$ cat src/hdl/sar_frame_defs.vh
// Constants for the converter state machine and serial frame logic
`ifndef SAR_FRAME_DEFS_VH
`define SAR_FRAME_DEFS_VH
`define FRAME_BITS 32
`define NOP_WORD 32'h00000000
`define CNT_SATURATE 6'h20
`define CONV_TIME_NS 1000
`define CONV_CYCLES ((`CONV_TIME_NS + 9) / 10)
`define RST_POR_TIME_NS 20000
`define RST_POR_CYCLES ((`RST_POR_TIME_NS + 9) / 10)
`define RST_APP_TIME_NS 1000
`define RST_APP_CYCLES ((`RST_APP_TIME_NS + 9) / 10)
`define ST_RESET 2'h0
`define ST_ACQ 2'h1
`define ST_CONV 2'h2
`define ST_RECOVER 2'h3
`define FIFO_DEPTH 8
`endif

$ cat src/hdl/sar_frame_ctrl.v
// Converter state machine and 32-bit serial frame engine
`timescale 1ns/1ps
`include "sar_frame_defs.vh"
module sar_frame_ctrl #(
   parameter CONV_CYCLES = `CONV_CYCLES,
   parameter RST_POR_CYCLES = `RST_POR_CYCLES,
   parameter RST_APP_CYCLES = `RST_APP_CYCLES
) (
   // Clock and reset
   input wire mclk,
   input wire rst,
   // Device pins
   input wire reset_n_pin,
   input wire conversion_start_chip_select,
   input wire sclk,
   input wire sdi,
   output reg primary_serial_output,
   output reg primary_serial_output_oe,
   output reg ready_indicator,
   // Configuration
   input wire reset_pin_function_select,
   input wire launch_on_rising,
   // Result word into the output path
   input wire [`FRAME_BITS-1:0] result_data,
   input wire result_valid,
   output wire result_ready,
   // Decoded command word, sample pulse and reset flag out
   output reg [`FRAME_BITS-1:0] command_word,
   output reg command_valid,
   output reg sample_pulse,
   output reg app_reset_active
);
   // ==========================================================
   // Pin synchronisers
   // ==========================================================
   reg [1:0] rstn_s_q;
   reg [1:0] cs_s_q;
   reg [1:0] sck_s_q;
   reg [1:0] sdi_s_q;
   reg cs_prev_q;
   reg sck_prev_q;
   always @(posedge mclk or posedge rst) begin
      if (rst) begin
         rstn_s_q <= 2'h0;
         cs_s_q <= 2'h3;
         sck_s_q <= 2'h0;
         sdi_s_q <= 2'h0;
         cs_prev_q <= 1'b1;
         sck_prev_q <= 1'b0;
      end else begin
         rstn_s_q <= {rstn_s_q[0], reset_n_pin};
         cs_s_q <= {cs_s_q[0], conversion_start_chip_select};
         sck_s_q <= {sck_s_q[0], sclk};
         sdi_s_q <= {sdi_s_q[0], sdi};
         cs_prev_q <= cs_s_q[1];
         sck_prev_q <= sck_s_q[1];
      end
   end
   wire rstn_live = rstn_s_q[1];
   wire cs_fall = cs_prev_q && !cs_s_q[1];
   wire cs_rise = !cs_prev_q && cs_s_q[1];
   wire sck_rise = !sck_prev_q && sck_s_q[1];
   wire sck_fall = sck_prev_q && !sck_s_q[1];
   // Capture on the edge opposite to launch; mode 0 captures rising
   wire capture_edge = launch_on_rising ? sck_fall : sck_rise;
   wire launch_edge = launch_on_rising ? sck_rise : sck_fall;

   // ==========================================================
   // Output word buffer
   // ==========================================================
   wire [`FRAME_BITS-1:0] fifo_data;
   wire fifo_valid;
   reg fifo_pop;
   word_fifo #(
      .WIDTH(`FRAME_BITS),
      .DEPTH(`FIFO_DEPTH),
      .AW(3)
   ) u_out_fifo (
      .mclk(mclk),
      .rst(rst),
      .in_valid(result_valid),
      .in_ready(result_ready),
      .in_data(result_data),
      .out_valid(fifo_valid),
      .out_ready(fifo_pop),
      .out_data(fifo_data)
   );

   // ==========================================================
   // State machine
   // ==========================================================
   reg [1:0] state_q;
   reg [1:0] state_d;
   reg [15:0] timer_q;
   reg [15:0] timer_d;
   reg in_frame_q;
   reg app_mode_q;
   wire in_reset = !rstn_live;
   always @* begin
      state_d = state_q;
      timer_d = timer_q;
      case (state_q)
         `ST_RESET: begin
            // Leave reset only with select and clock low
            if (rstn_live && !cs_s_q[1] && !sck_s_q[1]) begin
               state_d = `ST_RECOVER;
               timer_d = app_mode_q ? RST_APP_CYCLES[15:0] : RST_POR_CYCLES[15:0];
            end
         end
         `ST_RECOVER: begin
            if (timer_q <= 16'h0001) begin
               state_d = `ST_ACQ;
            end else begin
               timer_d = timer_q - 16'h0001;
            end
         end
         `ST_ACQ: begin
            if (cs_rise) begin
               state_d = `ST_CONV;
               timer_d = CONV_CYCLES[15:0];
            end
         end
         `ST_CONV: begin
            // Select edges are not looked at here
            if (timer_q <= 16'h0001) begin
               state_d = `ST_ACQ;
            end else begin
               timer_d = timer_q - 16'h0001;
            end
         end
         default: begin
            state_d = `ST_RESET;
         end
      endcase
      if (in_reset) begin
         state_d = `ST_RESET;
      end
   end

   // ==========================================================
   // Frame engine
   // ==========================================================
   reg [`FRAME_BITS-1:0] in_sr_q;
   reg [`FRAME_BITS-1:0] out_sr_q;
   reg [5:0] cnt_q;
   always @* begin
      fifo_pop = (state_q == `ST_ACQ) && cs_fall && fifo_valid && !in_reset;
   end
   always @(posedge mclk or posedge rst) begin
      if (rst) begin
         state_q <= `ST_RESET;
         timer_q <= 16'h0000;
         in_frame_q <= 1'b0;
         app_mode_q <= 1'b0;
         in_sr_q <= `NOP_WORD;
         out_sr_q <= `NOP_WORD;
         cnt_q <= 6'h00;
         primary_serial_output <= 1'b0;
         primary_serial_output_oe <= 1'b0;
         ready_indicator <= 1'b0;
         command_word <= `NOP_WORD;
         command_valid <= 1'b0;
         sample_pulse <= 1'b0;
         app_reset_active <= 1'b0;
      end else begin
         state_q <= state_d;
         timer_q <= timer_d;
         command_valid <= 1'b0;
         sample_pulse <= 1'b0;
         if (in_reset) begin
            // Reset kind latched on the first cycle the pin reads low
            if (state_q != `ST_RESET) begin
               app_mode_q <= reset_pin_function_select;
            end
            in_frame_q <= 1'b0;
            in_sr_q <= `NOP_WORD;
            out_sr_q <= `NOP_WORD;
            cnt_q <= 6'h00;
            primary_serial_output_oe <= 1'b0;
            ready_indicator <= 1'b0;
            app_reset_active <= app_mode_q;
         end else begin
            app_reset_active <= 1'b0;
            if (state_q == `ST_RECOVER && state_d == `ST_ACQ) begin
               ready_indicator <= 1'b1;
            end
            if (state_q == `ST_CONV && state_d == `ST_ACQ) begin
               ready_indicator <= 1'b1;
            end
            // Frames only open in the acquisition state
            if (state_q == `ST_ACQ && cs_fall) begin
               in_frame_q <= 1'b1;
               cnt_q <= 6'h00;
               in_sr_q <= `NOP_WORD;
               out_sr_q <= fifo_valid ? fifo_data : `NOP_WORD;
               primary_serial_output <= fifo_valid ? fifo_data[`FRAME_BITS-1] : 1'b0;
               primary_serial_output_oe <= 1'b1;
               ready_indicator <= 1'b0;
            end else if (in_frame_q && cs_rise) begin
               in_frame_q <= 1'b0;
               primary_serial_output_oe <= 1'b0;
               ready_indicator <= 1'b0;
               sample_pulse <= 1'b1;
               // Short frame decodes as no-op, long keeps last 32 bits
               command_word <= (cnt_q == `CNT_SATURATE) ? in_sr_q : `NOP_WORD;
               command_valid <= 1'b1;
            end else if (!in_frame_q && state_q == `ST_ACQ && cs_rise) begin
               ready_indicator <= 1'b0;
               sample_pulse <= 1'b1;
            end else if (in_frame_q) begin
               if (capture_edge) begin
                  in_sr_q <= {in_sr_q[`FRAME_BITS-2:0], sdi_s_q[1]};
                  // Captured bits trail the word out, so a chain passes data through
                  out_sr_q <= {out_sr_q[`FRAME_BITS-2:0], sdi_s_q[1]};
                  if (cnt_q != `CNT_SATURATE) begin
                     cnt_q <= cnt_q + 6'h01;
                  end
               end
               if (launch_edge) begin
                  // No shift on launch: a launch-first mode still sends bit 31 first
                  primary_serial_output <= out_sr_q[`FRAME_BITS-1];
               end
            end
         end
      end
   end
endmodule

$ cat src/hdl/word_fifo.v
// Parameterised flip-flop FIFO with valid/ready on both sides
`timescale 1ns/1ps
module word_fifo #(
   parameter WIDTH = 32,
   parameter DEPTH = 8,
   parameter AW = 3
) (
   // Clock and reset
   input wire mclk,
   input wire rst,
   // Fill side
   input wire in_valid,
   output wire in_ready,
   input wire [WIDTH-1:0] in_data,
   // Drain side
   output wire out_valid,
   input wire out_ready,
   output wire [WIDTH-1:0] out_data
);
   reg [WIDTH-1:0] mem_q [0:DEPTH-1];
   reg [AW-1:0] wr_q;
   reg [AW-1:0] rd_q;
   reg [AW:0] cnt_q;
   wire push;
   wire pop;
   assign in_ready = (cnt_q != DEPTH[AW:0]);
   assign out_valid = (cnt_q != {(AW+1){1'b0}});
   assign out_data = mem_q[rd_q];
   assign push = in_valid && in_ready;
   assign pop = out_valid && out_ready;
   always @(posedge mclk) begin
      if (push) begin
         mem_q[wr_q] <= in_data;
      end
   end
   always @(posedge mclk or posedge rst) begin
      if (rst) begin
         wr_q <= {AW{1'b0}};
         rd_q <= {AW{1'b0}};
         cnt_q <= {(AW+1){1'b0}};
      end else begin
         // Pointers wrap at 2**AW, which matches DEPTH only when DEPTH is 2**AW
         if (push) begin
            wr_q <= wr_q + 1'b1;
         end
         if (pop) begin
            rd_q <= rd_q + 1'b1;
         end
         if (push && !pop) begin
            cnt_q <= cnt_q + 1'b1;
         end else if (pop && !push) begin
            cnt_q <= cnt_q - 1'b1;
         end
      end
   end
endmodule

$ cat config.mk
export PLATFORM = sky130hd
export DESIGN_NAME = sar_frame_ctrl
export DESIGN_NICKNAME = d
export VERILOG_FILES = /design/src/hdl/sar_frame_ctrl.v /design/src/hdl/word_fifo.v
export VERILOG_INCLUDE_DIRS = /design/src /design/src/hdl
export SDC_FILE = /design/constraint.sdc
export NUM_CORES = 1
export LEC_CHECK = 0
export ABC_AREA = 1
export BUFFER_PORTS_ARGS = -buffer_cell sky130_fd_sc_hd__buf_2
export CAP_MARGIN = 20
export CORE_MARGIN = 1.5
export CORE_UTILIZATION = 66
export CTS_CLUSTER_SIZE = 16
export DETAILED_ROUTE_END_ITERATION = 7
export GPL_TIMING_DRIVEN = 0
export PLACE_DENSITY = 0.95
export SLEW_MARGIN = 20
export SYNTH_ARGS = -nofsm -noshare
export SYNTH_HDL_FRONTEND = slang
export SYNTH_SLANG_ARGS = --single-unit
export TNS_END_PERCENT = 5
$ cat constraint.sdc
create_clock -name mclk -period 13.5 [get_ports mclk]
set_clock_uncertainty 0.2 [all_clocks]
set_input_delay 2.7 -clock mclk [delete_from_list [all_inputs] [get_ports mclk]]
set_output_delay 2.7 -clock mclk [all_outputs]
set_load 0.02 [all_outputs]
# After elaboration in Yosys (flattened, before gate mapping)
# Memories as Yosys holds them, arrays and structs flattened.
# Index checks and enable logic that the tools add are counted.
[op_classes]
n_addsub = 6
n_lt_le_gt_ge = 1
n_eq_ne = 19
mux = 60
bitwise_logic = 2
n_reduce_logical = 38
[op_table]
columns = ["cell", "n"]
rows = [
  ["2-to-1 mux 32 bit", 14],
  ["2-to-1 mux 16 bit", 3],
  ["case mux 16 bit (3 select lines)", 1],
  ["2-to-1 mux 6 bit", 7],
  ["2-to-1 mux 1 bit", 27],
  ["logical AND 1 bit", 18],
  ["less-or-equal comparator 16 x 1 -> 1 bit (second input constant)", 1],
  ["subtractor 16 x 1 -> 16 bit (second input constant)", 1],
  ["!= test 3 x 1 -> 1 bit (second input constant)", 4],
  ["2-to-1 mux 11 bit", 1],
  ["!= test 2 bit (second input constant)", 5],
  ["AND reduction 5 bit", 2],
  ["2-to-1 mux 2 bit", 4],
  ["2-to-1 mux 4 bit", 2],
  ["nonzero test 2 bit", 4],
  ["logical NOT 1 bit", 7],
  ["adder 3 x 1 -> 3 bit (second input constant)", 2],
  ["adder 6 x 1 -> 6 bit (second input constant)", 1],
  ["== test 6 bit (second input constant)", 1],
  ["!= test 3 bit (second input constant)", 2],
  ["!= test 6 x 1 -> 1 bit (second input constant)", 1],
  ["!= test 6 bit (second input constant)", 1],
  ["case mux 2 bit (3 select lines)", 1],
  ["AND reduction 3 bit", 2],
  ["11 further kinds", 14],
]
[word_totals]
ff_bits = 147
ramBits = 256
in_bits = 41
out_inout_bits = 39
wordCells = 149
mem_count = 1
[memory_table]
columns = ["name", "depth", "word_bits", "read_ports", "rd_ports_with_merged_regs", "wr", "line_no", "text"]
rows = [
  ["u_out_fifo.mem_q", 8, 32, 1, 0, 1, "word_fifo.v:20", "reg [WIDTH-1:0] mem_q [0:DEPTH-1];"],
]

# Longest topological paths before layout
[depth]
word_depth = 14
mapped_depth = 14
mapped_depth_nobuf = 14

# Cells and area by module
# Synthesis repeated with hierarchy kept, for this count alone.
[hier_totals]
hier_cells = 1840
area_unflattened_um2 = 17898.4
[by_module_without_submodules]
columns = ["mod", "instances", "cells_each", "area_per_inst_um2", "seq_area_each_um2"]
rows = [
  ["word_fifo", 1, 1185, 11632.4, 7937.6],
  ["sar_frame_ctrl", 1, 655, 6266.0, 3432.0],
]

# Worst setup path after synthesis
# OpenSTA, ideal clock, no wires.
[synth_path]
path_kind = "input-to-reg"
from = "input port result_valid"
to = "memory u_out_fifo.mem_q[0][0], enable pin"
setup_time_ns = 0.421
t_arrival_ns = 4.457
t_required_ns = 12.879
slack_ns = 8.422
stages = 3
path_buffers = 0
path_cell_list = "nand2_1 > or2_2 > nor2_1"
[synth_via]
elab_chain_len = 3
[synth_rtl]
columns = ["element", "line_no", "text"]
rows = [
  ["from (decl)", "sar_frame_ctrl.v:25", "input wire result_valid,"],
  ["logical AND 1 bit", "word_fifo.v:29", "assign push = in_valid && in_ready;"],
  ["2-to-1 mux 1 bit", "word_fifo.v:32", "if (push) begin"],
  ["2-to-1 mux 1 bit (not written as such)", "word_fifo.v:33", "mem_q[wr_q] <= in_data;"],
  ["to (decl)", "word_fifo.v:20", ""],
]
# Every way passes these cells.

# Final worst setup path
[layout_path]
from = "register u_out_fifo.cnt_q[0]"
to = "output port result_ready"
[layout_via]
elab_chain_len = 1
[layout_rtl]
columns = ["element", "line_no", "text"]
rows = [
  ["from (decl)", "word_fifo.v:23", "reg [AW:0] cnt_q;"],
  ["from (signal assigned)", "word_fifo.v:40", "cnt_q <= {(AW+1){1'b0}};"],
  ["from (signal assigned)", "word_fifo.v:50", "cnt_q <= cnt_q + 1'b1;"],
  ["from (signal assigned)", "word_fifo.v:52", "cnt_q <= cnt_q - 1'b1;"],
  ["!= test 4 bit", "word_fifo.v:26", "assign in_ready = (cnt_q != DEPTH[AW:0]);"],
  ["to (decl)", "sar_frame_ctrl.v:26", "output wire result_ready,"],
]
# Every way passes these cells.

==> impl_metrics.env <==
export IMPL_busiest_layer="met2"
export IMPL_grt_ovfl_total=0
export IMPL_drt_wl_total_um=42870
export IMPL_cp_end_kind="output pin"
export IMPL_p_leak_nw=7.593
export IMPL_vias_per_cell=6.400
export IMPL_synth_edf_count=256
export IMPL_yosysSeqAreaShare_pct=68.71
export IMPL_critPathMaxStageDelay_ns=0.44
export IMPL_async_reset_ff_share_pct=36.48
export IMPL_synth_cell_type_count=34
export IMPL_clkLatencyLatePin_ns=0.55
export IMPL_rr_startpoint="state_q[1]"
export IMPL_rsz0062_at_grt="false"
export IMPL_firstDrtPassIters=7
export IMPL_synth_ff_type="edfxtp_1"
export IMPL_portBuffers=79
export IMPL_p_total_mw=3.528
export IMPL_use_met1_pct=40.47
export IMPL_timing_max_cap_violations=0
export IMPL_status="complete, no violations"
export IMPL_n_fill_cell=1297
export IMPL_ys_ff_latch=403
export IMPL_worst_slew_pin_slew_ns=0.7924
export IMPL_postRouteAntennaNets=0
export IMPL_r2r_cells=14
export IMPL_drive_above_1_share_pct=12.39
export IMPL_reg2reg_to="u_out_fifo.cnt_q[3]"
export IMPL_ios=80
export IMPL_rows=57
export IMPL_min_delay_start="rstn_s_q[0]"
export IMPL_cts_setup_buffers=0
export IMPL_powerDensity_nw_per_um2=186.3
export IMPL_die_h_um=161.3
export IMPL_final_cell_mix="nand2_1 (282), edfxtp_1 (256), nor2_1 (242)"
export IMPL_die_area_um2=26030
export IMPL_die_x_um=161.3
export IMPL_max_slew_margin_pct=47.17
export IMPL_cts_buffer_depth=3
export IMPL_cp_data_required_time_ns=10.60
export IMPL_timing_final_crit_share_pct=32.53
export IMPL_crit_arrival_ns=1.49
export IMPL_critical_path_buf_inv_count=1
export IMPL_drv_slew=0
export IMPL_whs_endpoint="rstn_s_q[1]"
export IMPL_antenna_found_initial=2
export IMPL_layout_min_cycle_time_ns=4.392
export IMPL_hold_buffers=0
export IMPL_area_growth_pct=14.42
export IMPL_final_common_cell="nand2_1"
export IMPL_min_path_cells=0
export IMPL_via_count=12838
export IMPL_vdd_ir_drop_max_mv=0.1776
export IMPL_synthCells=1520
export IMPL_synth_area_um2=16550
export IMPL_nets=1700
export IMPL_gp_congestion=0.8758
export IMPL_grt_pass1_vias=12800
export IMPL_grt_usage_pct=33.34
export IMPL_hold_violations=0
export IMPL_drc=0
export IMPL_numCtsBuffers=39
export IMPL_critical_path_cell_chain="nor2_1, nand3b_1, buf_2"
export IMPL_crit_type="register to output pin"
export IMPL_clock_sinks=403
export IMPL_crit_path_start="u_out_fifo.cnt_q[0]"
export IMPL_grt_pass1_wl_um=66630
export IMPL_grt_use_met3_pct=6.317
export IMPL_wl_per_cell_um=21.37
export IMPL_use_met2_pct=57.06
export IMPL_slowest_stage="dfrtp_1"
export IMPL_syn_avg_cell_area_um2=10.89
export IMPL_cts_tree="done"
export IMPL_max_clock_freq_ghz=0.2277
export IMPL_min_path_type="register to register"
export IMPL_syn_num_nets=1571
export IMPL_finalSetupTns_ns=0
export IMPL_cts_resized=0
export IMPL_grt_max_degree=96
export IMPL_synth_warnings=0
export IMPL_start_kind="register"
export IMPL_setup_viol=0
export IMPL_htree_levels=2
export IMPL_crit_fanout=4
export IMPL_hpwl_um=25890
export IMPL_initial_core_util_pct=67.65
export IMPL_drtIter0Drc=1866
export IMPL_coreArea_um2=24460
export IMPL_root_buffer="clkbuf_16"
export IMPL_clkTransAtPathRegs_ns=0.06
export IMPL_reg2reg_slack_ns=10.51
export IMPL_crit_family="flip-flops"
## per-stage QoR
stage / hold slack (ns) / std cells / setup WS (ns) / cell area (um^2) / util, %
finish: 0.1510 / 2006 / 9.108 / 18930 / 77.40
global route: 0.1531 / 2004 / 9.019 / 18930 / 77.38
CTS: 0.1488 / 2003 / 9.088 / 18930 / 77.37
detailed placement: 0.1347 / 1932 / 8.855 / 17660 / 72.21
global placement: 0.1346 / 1923 / 5.235 / 17350 / 70.92
floorplan: 0.1312 / 1520 / 6.654 / 16550 / -
## worst max-delay path by stage
| stage | slack (ns) | endpoint | depth (start not counted) |
|---|---|---|---|
| finish | 9.11 | result_ready | 3 |
| global route | 9.02 | result_ready | 3 |
| CTS | 9.09 | result_ready | 3 |
| global placement | 5.24 | out_sr_q[12] | 2 |
| floorplan | 6.65 | app_mode_q | 1 |
| detailed placement | 8.85 | u_out_fifo.mem_q[7][15] | 6 |
## sequential cells by signal, indices dropped and copies added, names as in the netlist, 2 cells and up
name / cells
cnt_q: 6
command_word: 32
cs_s_q: 2
in_sr_q: 32
out_sr_q: 32
rstn_s_q: 2
sck_s_q: 2
sdi_s_q: 2
state_q: 2
timer_q: 16
u_out_fifo.cnt_q: 4
u_out_fifo.mem_q: 256
u_out_fifo.rd_q: 3
u_out_fifo.wr_q: 3
## metal layers
metal	part of all wire, %	wire [um]
met5	0	0
met4	5.1	2188
met3	11	4693
met2	50	21470
met1	34	14520
## cells by family (layout without fill, tap and decap cells)
family | after synthesis | in the layout | share of synthesized area (%)
other cells | 0 | 3 | 0
simple gates | 640 | 640 | 15.69
flops | 403 | 403 | 68.71
xor+xnor | 14 | 14 | 0.7410
fa+ha+maj | 10 | 10 | 0.8015
buf+inv | 159 | 318 | 4.136
compound gates | 294 | 294 | 9.927
## Yosys cell counts, types with 4 or more instances
cell      count  area (um^2)
inv_2         4        15.01
inv_1        73        274.0
buf_4         6        45.04
buf_1         6        22.52
buf_6         5        56.30
o211ai_1     65        488.0
clkbuf_1     43        161.4
nor2_1      250        938.4
ha_1          9        112.6
o21ai_1       5        25.02
nand3_1      88        440.4
buf_2        22        110.1
xor2_1       12        105.1
nand4_1       7        43.79
dfrtp_1     144         3603
a21oi_1      14        70.07
nand2_1     282         1059
o21ai_0     205         1026
edfxtp_1    256         7687
## worst reg2reg max path, delay by kind of cell, from the launching register on
| kind | cells | cell delay [ns] |
|---|---|---|
| simple gates | 6 | 0.92 |
| fa+ha+maj | 2 | 0.49 |
| flops | 1 | 0.40 |
| buf+inv | 3 | 0.40 |
| compound gates | 2 | 0.37 |
| xor+xnor | 1 | 0.16 |
## final cells by class
type	instances	area [um^2]	area share, %
inverters	77	296.5	1.566
diodes	3	7.507	0.03965
repair buffers	88	643.1	3.397
well taps	324	405.4	2.141
plain buffers	82	395.4	2.088
clock buffers	51	1092	5.769
multi-input cells	958	4554	24.05
flip-flops and latches	403	11370	60.05
clock inverters	20	170.2	0.8987
## power by group
group,switching (mW),internal [mW]
sequential,0.0752,1.48
combinational,0.637,0.253
clock,0.469,0.613
Power figures use the tool's default switching activity.
